===== config.mk =====
export PLATFORM = sky130hd
export DESIGN_NAME = ep_buffer_mgr
export DESIGN_NICKNAME = d
export VERILOG_FILES = /design/src/logic/ubm_pkg.sv /design/src/logic/quota_counter.sv /design/src/logic/tx_queue_mem.sv /design/src/logic/ep_buffer_mgr.sv
export VERILOG_INCLUDE_DIRS = /design/src /design/src/logic
export SDC_FILE = /design/constraint.sdc
export NUM_CORES = 2
export LEC_CHECK = 0
export ABC_AREA = 1
export BUFFER_PORTS_ARGS = -buffer_cell sky130_fd_sc_hd__buf_2
export CORE_MARGIN = 10
export CORE_UTILIZATION = 55
export CTS_CLUSTER_SIZE = 10
export DETAILED_ROUTE_END_ITERATION = 7
export GPL_TIMING_DRIVEN = 1
export PLACE_DENSITY = 0.76
export SKIP_LAST_GASP = 1
export SYNTH_ARGS = -nofsm -noshare
export SYNTH_HDL_FRONTEND = slang
export SYNTH_SLANG_ARGS = --single-unit

===== constraint.sdc =====
create_clock -name clk_in -period 8.8 [get_ports clk_in]
set_input_delay 0.44 -clock clk_in [delete_from_list [all_inputs] [get_ports clk_in]]
set_output_delay 0.44 -clock clk_in [all_outputs]
set_load 0.05 [all_outputs]

===== src/logic/ubm_cfg.svh =====
// Purpose: Constants for the endpoint buffer manager.
// Assumes: Included by bare name from the package and the modules.
// Notes:   Page pool size is a plain default, not a documented figure.
`ifndef UBM_CFG_SVH
`define UBM_CFG_SVH
`define UBM_PN_W       8
`define UBM_TX_EP      16
`define UBM_TX_EP_W    4
`define UBM_TX_DEPTH   5
`define UBM_TX_CNT_W   3
`define UBM_RX_EP      32
`define UBM_RX_EP_W    5
`define UBM_QUOTA_W    5
`define UBM_QUOTA_RST  5'h00
`define UBM_PAGES      64
`define UBM_PAGE_W     8
`endif


===== src/logic/ubm_pkg.sv =====
// Purpose: Types shared by the endpoint buffer manager files.
// Assumes: ubm_cfg.svh gives the widths.
// Notes:   Enumerations carry no explicit codes.
`default_nettype none
`include "ubm_cfg.svh"
package ubm_pkg;
    typedef enum logic [1:0] {MMU_ENQUEUE, MMU_PACKET_FREE, MMU_QUEUE_RESET} mmu_cmd_t;
    typedef enum logic [1:0] {QUOTA_CLEAR_DISABLE, QUOTA_INCREMENT, QUOTA_ENABLE, QUOTA_SNAPSHOT} quota_cmd_t;
    typedef enum logic [1:0] {HS_NONE, HS_ACK, HS_NAK, HS_STALL} handshake_t;
    typedef struct packed {
        mmu_cmd_t                 cmd;
        logic [`UBM_TX_EP_W-1:0]  ep;
        logic [`UBM_PN_W-1:0]     pn;
    } mmu_req_t;
    typedef struct packed {
        quota_cmd_t               cmd;
        logic [`UBM_RX_EP_W-1:0]  ep;
    } quota_req_t;
    typedef struct packed {
        logic                     enabled;
        logic [`UBM_QUOTA_W-1:0]  count;
    } quota_stat_t;
    typedef struct packed {
        logic [`UBM_RX_EP_W-1:0]  ep;
        logic                     crc_ok;
        logic                     halted;
        logic                     toggle_ok;
        logic                     iso;
    } rx_pkt_t;
endpackage
`default_nettype wire


===== src/logic/quota_counter.sv =====
// Purpose: One saturating receive quota counter with its enable bit.
// Assumes: At most one firmware command per cycle.
// Notes:   A clear wins over a same-cycle hardware decrement; an increment and a decrement in one cycle cancel out.
`timescale 1ns/1ps
`default_nettype none
`include "ubm_cfg.svh"
module quota_counter #(
    parameter int W = `UBM_QUOTA_W
) (
    input  wire logic         clk_in,
    input  wire logic         rst_b_in,
    input  wire logic         clr_dis_in,
    input  wire logic         inc_in,
    input  wire logic         en_in,
    input  wire logic         dec_in,
    output logic [W-1:0]      count_out,
    output logic              enabled_out
);
    logic [W-1:0] cnt_ff;
    logic [W-1:0] nxt_cnt;
    logic         en_ff;
    logic         nxt_en;

    // Saturate at both ends so a stray step never wraps the limit.
    always_comb
    begin
        nxt_cnt = cnt_ff;
        nxt_en  = en_ff;
        if (clr_dis_in)
        begin
            nxt_cnt = '0;
            nxt_en  = 1'b0;
        end
        else if (inc_in && !dec_in && cnt_ff != {W{1'b1}})
            nxt_cnt = cnt_ff + 1'b1;
        else if (dec_in && !inc_in && cnt_ff != '0)
            nxt_cnt = cnt_ff - 1'b1;
        if (en_in)
            nxt_en = 1'b1;
    end

    // Limiting is off after reset; counting continues regardless.
    always_ff @(posedge clk_in or negedge rst_b_in)
    begin
        if (!rst_b_in)
        begin
            cnt_ff <= `UBM_QUOTA_RST;
            en_ff  <= 1'b0;
        end
        else
        begin
            cnt_ff <= nxt_cnt;
            en_ff  <= nxt_en;
        end
    end

    assign count_out   = cnt_ff;
    assign enabled_out = en_ff;
endmodule
`default_nettype wire


===== src/logic/tx_queue_mem.sv =====
// Purpose: Storage for all transmit queue entries.
// Assumes: One write and one read per cycle.
// Notes:   Read data is registered; it appears one cycle after the read.
`timescale 1ns/1ps
`default_nettype none
`include "ubm_cfg.svh"
module tx_queue_mem #(
    parameter int WIDTH = `UBM_PN_W,
    parameter int WORDS = `UBM_TX_EP * `UBM_TX_DEPTH,
    parameter int AW    = $clog2(WORDS)
) (
    input  wire logic             clk_in,
    input  wire logic             rst_b_in,
    input  wire logic             we_in,
    input  wire logic [AW-1:0]    waddr_in,
    input  wire logic [WIDTH-1:0] wdata_in,
    input  wire logic             re_in,
    input  wire logic [AW-1:0]    raddr_in,
    output logic [WIDTH-1:0]      rdata_out
);
    logic [WIDTH-1:0] mem_ff [WORDS];
    logic [WIDTH-1:0] rdata_ff;

    // Array has no reset; entries are only read after being written.
    always_ff @(posedge clk_in)
    begin
        if (we_in)
            mem_ff[waddr_in] <= wdata_in;
    end

    // Registered read port.
    always_ff @(posedge clk_in or negedge rst_b_in)
    begin
        if (!rst_b_in)
            rdata_ff <= '0;
        else if (re_in)
            rdata_ff <= mem_ff[raddr_in];
    end

    assign rdata_out = rdata_ff;
endmodule
`default_nettype wire


===== src/logic/ep_buffer_mgr.sv =====
// Purpose: Transmit queue flush, receive quota and refusal flags.
// Assumes: Firmware issues at most one command of each kind per cycle.
// Notes:   Receive handshake is decided here and reported registered.
`timescale 1ns/1ps
`default_nettype none
`include "ubm_cfg.svh"
//////////////////////////////////////////////////////////////////////////////
module ep_buffer_mgr #(
    parameter int NUM_TX_EP = `UBM_TX_EP,
    parameter int TX_DEPTH  = `UBM_TX_DEPTH,
    parameter int NUM_PAGES = `UBM_PAGES
) (
    input  wire logic                      clk_in,
    input  wire logic                      rst_b_in,
    input  wire logic                      mmu_cmd_valid_in,
    input  var  ubm_pkg::mmu_req_t         mmu_command_reg_in,
    input  wire logic                      tx_pop_req_in,
    input  wire logic [`UBM_TX_EP_W-1:0]   tx_endpoint_select_in,
    input  wire logic                      page_alloc_in,
    input  wire logic                      refuse_all_rx_bit_in,
    input  wire logic                      quota_cmd_valid_in,
    input  var  ubm_pkg::quota_req_t       rx_quota_command_reg_in,
    input  wire logic                      rx_pkt_valid_in,
    input  var  ubm_pkg::rx_pkt_t          rx_pkt_in,
    input  wire logic                      serial_engine_in_nak_in,
    input  wire logic [`UBM_RX_EP_W-1:0]   serial_engine_in_ep_in,
    input  wire logic [`UBM_RX_EP-1:0]     in_nak_clear_in,
    input  wire logic [`UBM_RX_EP-1:0]     out_nak_clear_in,
    output logic                           tx_pop_valid_out,
    output logic                           tx_pop_empty_out,
    output logic [`UBM_PN_W-1:0]           tx_pop_pn_out,
    output logic [NUM_TX_EP-1:0]           tx_empty_out,
    output logic [NUM_TX_EP-1:0]           tx_full_out,
    output logic [`UBM_PAGE_W-1:0]         free_page_count_out,
    output var  ubm_pkg::quota_stat_t      rx_quota_status_reg_out,
    output logic                           hs_valid_out,
    output var  ubm_pkg::handshake_t       hs_out,
    output logic                           rx_accept_out,
    output logic [`UBM_RX_EP-1:0]          in_nak_flags_out,
    output logic [`UBM_RX_EP-1:0]          out_nak_flags_out
);
    localparam int WORDS = NUM_TX_EP * TX_DEPTH;
    localparam int AW    = $clog2(WORDS);
    localparam int CW    = `UBM_TX_CNT_W;

    // Refuse sizes the pointers and page counter cannot hold.
    if (NUM_TX_EP > (1 << `UBM_TX_EP_W) || TX_DEPTH < 1 || TX_DEPTH >= (1 << CW)
        || NUM_PAGES < 1 || NUM_PAGES >= (1 << `UBM_PAGE_W))
    begin : g_bad_params
        $error("ep_buffer_mgr: unsupported parameter values");
    end

    //////////////////////////////////////////////////////////////////////////
    // Transmit queues.
    logic [CW-1:0]            head_ff  [NUM_TX_EP];
    logic [CW-1:0]            cnt_ff   [NUM_TX_EP];
    logic [CW-1:0]            nxt_head [NUM_TX_EP];
    logic [CW-1:0]            nxt_cnt  [NUM_TX_EP];
    logic [NUM_TX_EP-1:0]     empty_ff;
    logic [NUM_TX_EP-1:0]     full_ff;
    logic [NUM_TX_EP-1:0]     nxt_empty;
    logic [NUM_TX_EP-1:0]     nxt_full;
    logic                     pop_valid_ff;
    logic                     pop_empty_ff;
    logic                     nxt_pop_valid;
    logic                     nxt_pop_empty;
    logic                     mem_we;
    logic                     mem_re;
    logic [AW-1:0]            mem_waddr;
    logic [AW-1:0]            mem_raddr;
    logic [`UBM_PN_W-1:0]     pop_pn;

    // Slot address of entry idx in queue ep, wrapping inside that queue.
    function automatic logic [AW-1:0] slot(input int ep, input int idx);
        int w;
        w = (idx >= TX_DEPTH) ? idx - TX_DEPTH : idx;
        return AW'(ep * TX_DEPTH + w);
    endfunction

    // Firmware pop and firmware enqueue may meet on one queue in a cycle.
    always_comb
    begin
        int ep;
        int sel;
        ep            = 0;
        sel           = int'(tx_endpoint_select_in);
        mem_we        = 1'b0;
        mem_re        = 1'b0;
        mem_waddr     = '0;
        mem_raddr     = '0;
        nxt_pop_valid = tx_pop_req_in;
        nxt_pop_empty = 1'b0;
        for (int i = 0; i < NUM_TX_EP; i++)
        begin
            nxt_head[i] = head_ff[i];
            nxt_cnt[i]  = cnt_ff[i];
        end
        if (tx_pop_req_in && sel < NUM_TX_EP)
        begin
            if (cnt_ff[sel] != '0)
            begin
                mem_re        = 1'b1;
                mem_raddr     = slot(sel, int'(head_ff[sel]));
                nxt_head[sel] = (int'(head_ff[sel]) == TX_DEPTH - 1) ? '0 : head_ff[sel] + 1'b1;
                nxt_cnt[sel]  = cnt_ff[sel] - 1'b1;
            end
            else
                nxt_pop_empty = 1'b1;
        end
        if (mmu_cmd_valid_in)
        begin
            ep = int'(mmu_command_reg_in.ep);
            if (ep < NUM_TX_EP)
            begin
                if (mmu_command_reg_in.cmd == ubm_pkg::MMU_ENQUEUE && int'(nxt_cnt[ep]) < TX_DEPTH)
                begin
                    mem_we      = 1'b1;
                    mem_waddr   = slot(ep, int'(nxt_head[ep]) + int'(nxt_cnt[ep]));
                    nxt_cnt[ep] = nxt_cnt[ep] + 1'b1;
                end
                else if (mmu_command_reg_in.cmd == ubm_pkg::MMU_QUEUE_RESET)
                begin
                    nxt_cnt[ep]  = '0;
                    nxt_head[ep] = '0;
                end
            end
        end
        for (int i = 0; i < NUM_TX_EP; i++)
        begin
            nxt_empty[i] = (nxt_cnt[i] == '0);
            nxt_full[i]  = (int'(nxt_cnt[i]) == TX_DEPTH);
        end
    end

    // Queue state registers.
    always_ff @(posedge clk_in or negedge rst_b_in)
    begin
        if (!rst_b_in)
        begin
            for (int i = 0; i < NUM_TX_EP; i++)
            begin
                head_ff[i] <= '0;
                cnt_ff[i]  <= '0;
            end
            empty_ff     <= '1;
            full_ff      <= '0;
            pop_valid_ff <= 1'b0;
            pop_empty_ff <= 1'b0;
        end
        else
        begin
            head_ff      <= nxt_head;
            cnt_ff       <= nxt_cnt;
            empty_ff     <= nxt_empty;
            full_ff      <= nxt_full;
            pop_valid_ff <= nxt_pop_valid;
            pop_empty_ff <= nxt_pop_empty;
        end
    end

    tx_queue_mem #(
        .WIDTH (`UBM_PN_W),
        .WORDS (WORDS),
        .AW    (AW)
    ) u_mem (
        .clk_in    (clk_in),
        .rst_b_in  (rst_b_in),
        .we_in     (mem_we),
        .waddr_in  (mem_waddr),
        .wdata_in  (mmu_command_reg_in.pn),
        .re_in     (mem_re),
        .raddr_in  (mem_raddr),
        .rdata_out (pop_pn)
    );

    //////////////////////////////////////////////////////////////////////////
    // Page pool. A queue reset frees nothing; only the free command does.
    logic [`UBM_PAGE_W-1:0] pages_ff;
    logic [`UBM_PAGE_W-1:0] nxt_pages;
    logic                   do_free;

    // Allocation and free in one cycle cancel out.
    always_comb
    begin
        do_free   = mmu_cmd_valid_in && mmu_command_reg_in.cmd == ubm_pkg::MMU_PACKET_FREE;
        nxt_pages = pages_ff;
        if (do_free && !page_alloc_in && int'(pages_ff) < NUM_PAGES)
            nxt_pages = pages_ff + 1'b1;
        else if (page_alloc_in && !do_free && pages_ff != '0)
            nxt_pages = pages_ff - 1'b1;
    end

    // Pool starts full.
    always_ff @(posedge clk_in or negedge rst_b_in)
    begin
        if (!rst_b_in)
            pages_ff <= `UBM_PAGE_W'(NUM_PAGES);
        else
            pages_ff <= nxt_pages;
    end

    //////////////////////////////////////////////////////////////////////////
    // Receive quota counters, one per endpoint.
    logic [`UBM_QUOTA_W-1:0] q_cnt [`UBM_RX_EP];
    logic [`UBM_RX_EP-1:0]   q_en;
    logic [`UBM_RX_EP-1:0]   q_dec;
    ubm_pkg::quota_stat_t    stat_ff;
    ubm_pkg::quota_stat_t    nxt_stat;

    for (genvar g = 0; g < `UBM_RX_EP; g++)
    begin : g_quota
        logic hit;
        assign hit = quota_cmd_valid_in && int'(rx_quota_command_reg_in.ep) == g;
        quota_counter #(
            .W (`UBM_QUOTA_W)
        ) u_q (
            .clk_in      (clk_in),
            .rst_b_in    (rst_b_in),
            .clr_dis_in  (hit && rx_quota_command_reg_in.cmd == ubm_pkg::QUOTA_CLEAR_DISABLE),
            .inc_in      (hit && rx_quota_command_reg_in.cmd == ubm_pkg::QUOTA_INCREMENT),
            .en_in       (hit && rx_quota_command_reg_in.cmd == ubm_pkg::QUOTA_ENABLE),
            .dec_in      (q_dec[g]),
            .count_out   (q_cnt[g]),
            .enabled_out (q_en[g])
        );
    end

    // Snapshot latches count and enable of the named endpoint.
    always_comb
    begin
        nxt_stat = stat_ff;
        if (quota_cmd_valid_in && rx_quota_command_reg_in.cmd == ubm_pkg::QUOTA_SNAPSHOT)
        begin
            nxt_stat.count   = q_cnt[rx_quota_command_reg_in.ep];
            nxt_stat.enabled = q_en[rx_quota_command_reg_in.ep];
        end
    end

    //////////////////////////////////////////////////////////////////////////
    // Handshake after an OUT data packet; first matching case wins.
    ubm_pkg::handshake_t   hs_ff;
    ubm_pkg::handshake_t   nxt_hs;
    logic                  hs_valid_ff;
    logic                  accept_ff;
    logic                  nxt_accept;
    logic                  blocked;
    logic [`UBM_RX_EP-1:0] in_nak_ff;
    logic [`UBM_RX_EP-1:0] out_nak_ff;
    logic [`UBM_RX_EP-1:0] nxt_in_nak;
    logic [`UBM_RX_EP-1:0] nxt_out_nak;

    always_comb
    begin
        blocked    = (q_en[rx_pkt_in.ep] && q_cnt[rx_pkt_in.ep] == '0)
                     || refuse_all_rx_bit_in || pages_ff == '0;
        nxt_hs     = ubm_pkg::HS_NONE;
        nxt_accept = 1'b0;
        q_dec      = '0;
        if (rx_pkt_valid_in && rx_pkt_in.crc_ok)
        begin
            if (rx_pkt_in.iso)
                nxt_accept = !blocked;
            else if (rx_pkt_in.halted)
                nxt_hs = ubm_pkg::HS_STALL;
            else if (!rx_pkt_in.toggle_ok)
                nxt_hs = ubm_pkg::HS_ACK;
            else if (blocked)
                nxt_hs = ubm_pkg::HS_NAK;
            else
            begin
                nxt_hs     = ubm_pkg::HS_ACK;
                nxt_accept = 1'b1;
            end
            q_dec[rx_pkt_in.ep] = nxt_accept;
        end
        // A set in the clearing cycle wins over the clear.
        nxt_in_nak  = in_nak_ff & ~in_nak_clear_in;
        nxt_out_nak = out_nak_ff & ~out_nak_clear_in;
        if (serial_engine_in_nak_in)
            nxt_in_nak[serial_engine_in_ep_in] = 1'b1;
        if (nxt_hs == ubm_pkg::HS_NAK)
            nxt_out_nak[rx_pkt_in.ep] = 1'b1;
    end

    // Receive side registers.
    always_ff @(posedge clk_in or negedge rst_b_in)
    begin
        if (!rst_b_in)
        begin
            stat_ff     <= '0;
            hs_ff       <= ubm_pkg::HS_NONE;
            hs_valid_ff <= 1'b0;
            accept_ff   <= 1'b0;
            in_nak_ff   <= '0;
            out_nak_ff  <= '0;
        end
        else
        begin
            stat_ff     <= nxt_stat;
            hs_ff       <= nxt_hs;
            hs_valid_ff <= rx_pkt_valid_in;
            accept_ff   <= nxt_accept;
            in_nak_ff   <= nxt_in_nak;
            out_nak_ff  <= nxt_out_nak;
        end
    end

    //////////////////////////////////////////////////////////////////////////
    // Outputs.
    assign tx_pop_valid_out        = pop_valid_ff;
    assign tx_pop_empty_out        = pop_empty_ff;
    assign tx_pop_pn_out           = pop_pn;
    assign tx_empty_out            = empty_ff;
    assign tx_full_out             = full_ff;
    assign free_page_count_out     = pages_ff;
    assign rx_quota_status_reg_out = stat_ff;
    assign hs_valid_out            = hs_valid_ff;
    assign hs_out                  = hs_ff;
    assign rx_accept_out           = accept_ff;
    assign in_nak_flags_out        = in_nak_ff;
    assign out_nak_flags_out       = out_nak_ff;
endmodule
`default_nettype wire


==> flow_summary_export.csv <==
group,metric,value,unit
critical_path,r2r_start,"cnt_ff[37]$_DFF_PN0_",
power_and_ir_drop,leakagePower,25.5,nW
placed_design,place_ws,0.204,ns
synthesis,synthTopCellsByArea,"edfxtp_1, dfrtp_1, o21ai_0, nand2_1, nor2_1",
critical_path,worstSetupPathType,"in2reg",
floorplanning,rows,115,
synthesis,ys_warn_count,0,
critical_path,cp.depth,41,
final_layout,drive_gt1_share,8.56,%
critical_path,critPathLaunch,"tx_endpoint_select_in[0]",
final_layout,fin_area,61700,um^2
synthesis,avgSynthCellArea,9.12,um^2
power_and_ir_drop,ir_drop,0.278,mV
drt,first_pass_iters,8,
global_route,grt-ovfl-total,0,
placed_design,dp_hpwl,115000,um
synthesis,synth_edf_count,640,
critical_path,start_kind,"primary input",
final_layout,area_growth,12.4,%
hold_path,hold_path.class,"in2reg",
global_route,grt_pass1_vias,45600,
sta,slew_headroom,10.8,%
drt,drc_errors,11,
final_layout,finish.utilization,62.6,%
sta,fin_ws,0.663,ns
critical_path,cp_slowest_stage_delay,0.65,ns
power_and_ir_drop,p_per_area,293,nW/um^2
clocking,cts_max_level,3,
global_route,grt_max_degree,193,
synthesis,synth_seq_cells,1052,
floorplanning,die_y,336,um
synthesis,netlist_area,54900,um^2
power_and_ir_drop,power.switching,0.00745,W
power_and_ir_drop,seq_power_share,34.8,%
sta,worstMarginPinSlew,1.33,ns
clocking,path_clk_slew,0.06,ns
sta,drv_slew,0,
floorplanning,coreArea,98700,um^2
critical_path,setup.worst_path.end_class,"flip-flop",
clocking,clockBufferDepth,3,
synthesis,synth-seq-area-share,53.8,%
outcome,status,"complete, but fails checks",
drt,drtIter0Drc,6916,
sta,final-hold-violation-count,0,
sta,fmax,123,MHz
synthesis,synth_top_area_share,35.0,%
sta,setup_viol,0,
sta,finalCritPeriodShare,92.5,%
global_route,track_usage,29.9,%
outcome,failed_checks,"design-rule violations",
drt,num_vias,47900,
critical_path,cp_num_buf_inv,7,
placed_design,dpl-instance-area,57400,um^2
clocking,clock-sinks,1052,
power_and_ir_drop,pwr-share-comb,39.1,%
synthesis,syn_inst,6022,
clocking,cts_resized,0,
power_and_ir_drop,sw_frac_of_total,41.2,%
placed_design,portBuffers,235,
final_layout,num-fill-cells,7980,
synthesis,synth_area_leader_cell,"edfxtp_1",
sta,period_needed,8.14,ns
critical_path,cp.arrival,8.49,ns
floorplanning,dieArea,113000,um^2
critical_path,crit_fanout,12,
critical_path,crit_family,"simple AND/OR/NAND/NOR gates",
clocking,post-cts-setup-buffers,0,
power_and_ir_drop,clkPwrFrac,26.1,%
clocking,clk-insertion-delay-late,0.75,ns
power_and_ir_drop,p_int,0.0106,W
drt,routedWlPerCell,22.7,um
placed_design,place_congestion,1.06,
drt,viasPerCell,6.27,
drt,wl,173000,um
critical_path,path_common_cell,"nand2_1",
sta,clock-skew-final,0.0367,ns
synthesis,yosysUniqueCellTypes,56,
global_route,grt_pass1_wl,265000,um
clocking,clockRootBuffer,"clkbuf_16",
critical_path,rr_worst_depth,39,
clocking,cts_tree,"yes",
floorplanning,die_x,336,um
synthesis,ys_async_sr_fraction,39.2,%
job,cap_violations,0,
synthesis,syn_nets,6311,
drt,detail-route-antenna-nets,0,
synthesis,synth_ff_type,"edfxtp_1",
hold_path,min_from,"mmu_command_reg_in[7]",
critical_path,cp.required,9.15,ns
final_layout,nets,6556,
clocking,ctsHoldBuffers,68,
floorplanning,io_pins,236,
global_route,antenna_found_initial,4,
hold_path,min_path_cells,1,
clocking,cts_buffers,120,
sta,grt_setup_unrepaired,"false",
floorplanning,start_util,55.6,%
sta,fin_setup_tns,0,ns
critical_path,cpMaxStageDelayCell,"nor2_1",
==> cell usage in the layout (no fill, tap or decap), types with 12 or more instances in the layout <==
| cell | instances |
|---|---|
| fa_1 | 40 |
| buf_4 | 67 |
| nand4_1 | 99 |
| o21ai_1 | 15 |
| inv_1 | 713 |
| nand3b_1 | 26 |
| nor3_1 | 33 |
| a31oi_1 | 16 |
| o221ai_1 | 96 |
| clkbuf_16 | 120 |
| dfrtp_1 | 395 |
| ha_1 | 136 |
| dlygate4sd3_1 | 68 |
| nor2_1 | 769 |
| dfstp_2 | 17 |
| mux2i_1 | 32 |
| nand3_1 | 388 |
| xnor2_1 | 23 |
| o211ai_1 | 59 |
| a21o_1 | 12 |
| or2_2 | 15 |
| clkbuf_8 | 12 |
| nor4_1 | 13 |
| edfxtp_1 | 640 |
| nand2_1 | 854 |
| buf_2 | 234 |
| nand2_2 | 15 |
| o21ai_0 | 723 |
| o22ai_1 | 332 |
| nor2_2 | 12 |
| xor2_1 | 77 |
| a21oi_1 | 100 |
| clkbuf_1 | 52 |
| a22oi_1 | 21 |
==> power by group through the flow <==
stage                     registers (W)  clock network [W]  logic, W
after floorplan                 0.00656                  0   0.00438
after global routing            0.00634            0.00494   0.00770
after CTS                       0.00628            0.00476   0.00689
after global placement          0.00636                  0   0.00668
after detailed placement        0.00636                  0   0.00682
final                           0.00630            0.00471   0.00707
==> worst reg2reg max path: cells and delay by family (launching register included) <==
family / cells / cell delay [ns]
compound gates: 10 / 1.68
fa+ha+maj: 6 / 1.86
flops: 1 / 0.41
xor+xnor: 1 / 0.17
simple gates: 17 / 3.27
buf+inv: 5 / 0.30
==> sequential cells by signal, indices dropped and copies added, names as in the netlist, 16 cells and up <==
register	count
out_nak_flags_out	32
tx_empty_out	16
head_ff	48
g_quota.u_q.enabled_out	32
tx_full_out	16
g_quota.u_q.count_out	160
cnt_ff	48
u_mem.mem_ff	640
in_nak_flags_out	32
==> cells by family (layout without fill, tap and decap cells) <==
kind of cell	count (synthesis)	in the layout	synth area share (%)
buffers and inverters	977	1298	6.77
muxes	32	32	0.583
other	0	5	0
DFF	1052	1052	53.8
AOI/OAI and AO/OA	1442	1442	15.4
and+or+nand+nor	2242	2242	17.3
xor gates and xnor gates	100	100	1.59
adders and majority gates	177	177	4.58
==> cell usage after synthesis (all sizes together) (100+ instances only) <==
| cell | n |
|---|---|
| nand2 | 871 |
| nor2 | 783 |
| o21ai | 746 |
| inv | 722 |
| edfxtp | 640 |
| dfrtp | 395 |
| nand3 | 391 |
| o22ai | 332 |
| clkbuf | 194 |
| ha | 137 |
| a21oi | 102 |
| nand4 | 100 |
==> worst paths after layout <==
path                                                  end  slack (ns)
min in group asynchronous  out_nak_flags_out[9]$_DFF_PN0_        0.34
hold / removal              u_mem.mem_ff[67][7]$_DFFE_PP_        0.11
hold reg to reg            u_mem.rdata_out[7]$_DFFE_PN0P_        0.48
setup / recovery            u_mem.mem_ff[71][7]$_DFFE_PP_        0.66
max in group asynchronous            head_ff[2]$_DFF_PN0_        6.76
setup reg to reg            u_mem.mem_ff[71][7]$_DFFE_PP_        0.71
==> metrics by stage <==
| stage | power, W | cells | hold WS [ns] |
|---|---|---|---|
| 2_1_floorplan | 0.0109 | 6022 | 0.144 |
| 3_3_place_gp | 0.0130 | 7364 | 0.461 |
| 3_5_place_dp | 0.0132 | 7364 | 0.468 |
| 4_1_cts | 0.0179 | 7630 | 0.0609 |
| 5_1_grt | 0.0190 | 7633 | 0.0850 |
| 6_report | 0.0181 | 7635 | 0.108 |
==> cell type report <==
cell class	instances	area (um^2)	share of cell area, %
inverter	728	2740	4.43
sequential	1052	29500	47.9
tap	1287	1610	2.61
antenna	5	12.5	0.0203
timing repair buffer	372	2410	3.90
clock buffer	184	3360	5.45
clock inverter	14	319	0.517
multi-input combinational	3993	21700	35.2
==> per-layer routing <==
layer	global-route usage (%)	wire, um
met3	6.49	20400
met1	40.3	66800
met2	46.2	77300
met4	13.3	8460
met5	0	11
(Power assumes the default switching activity.)
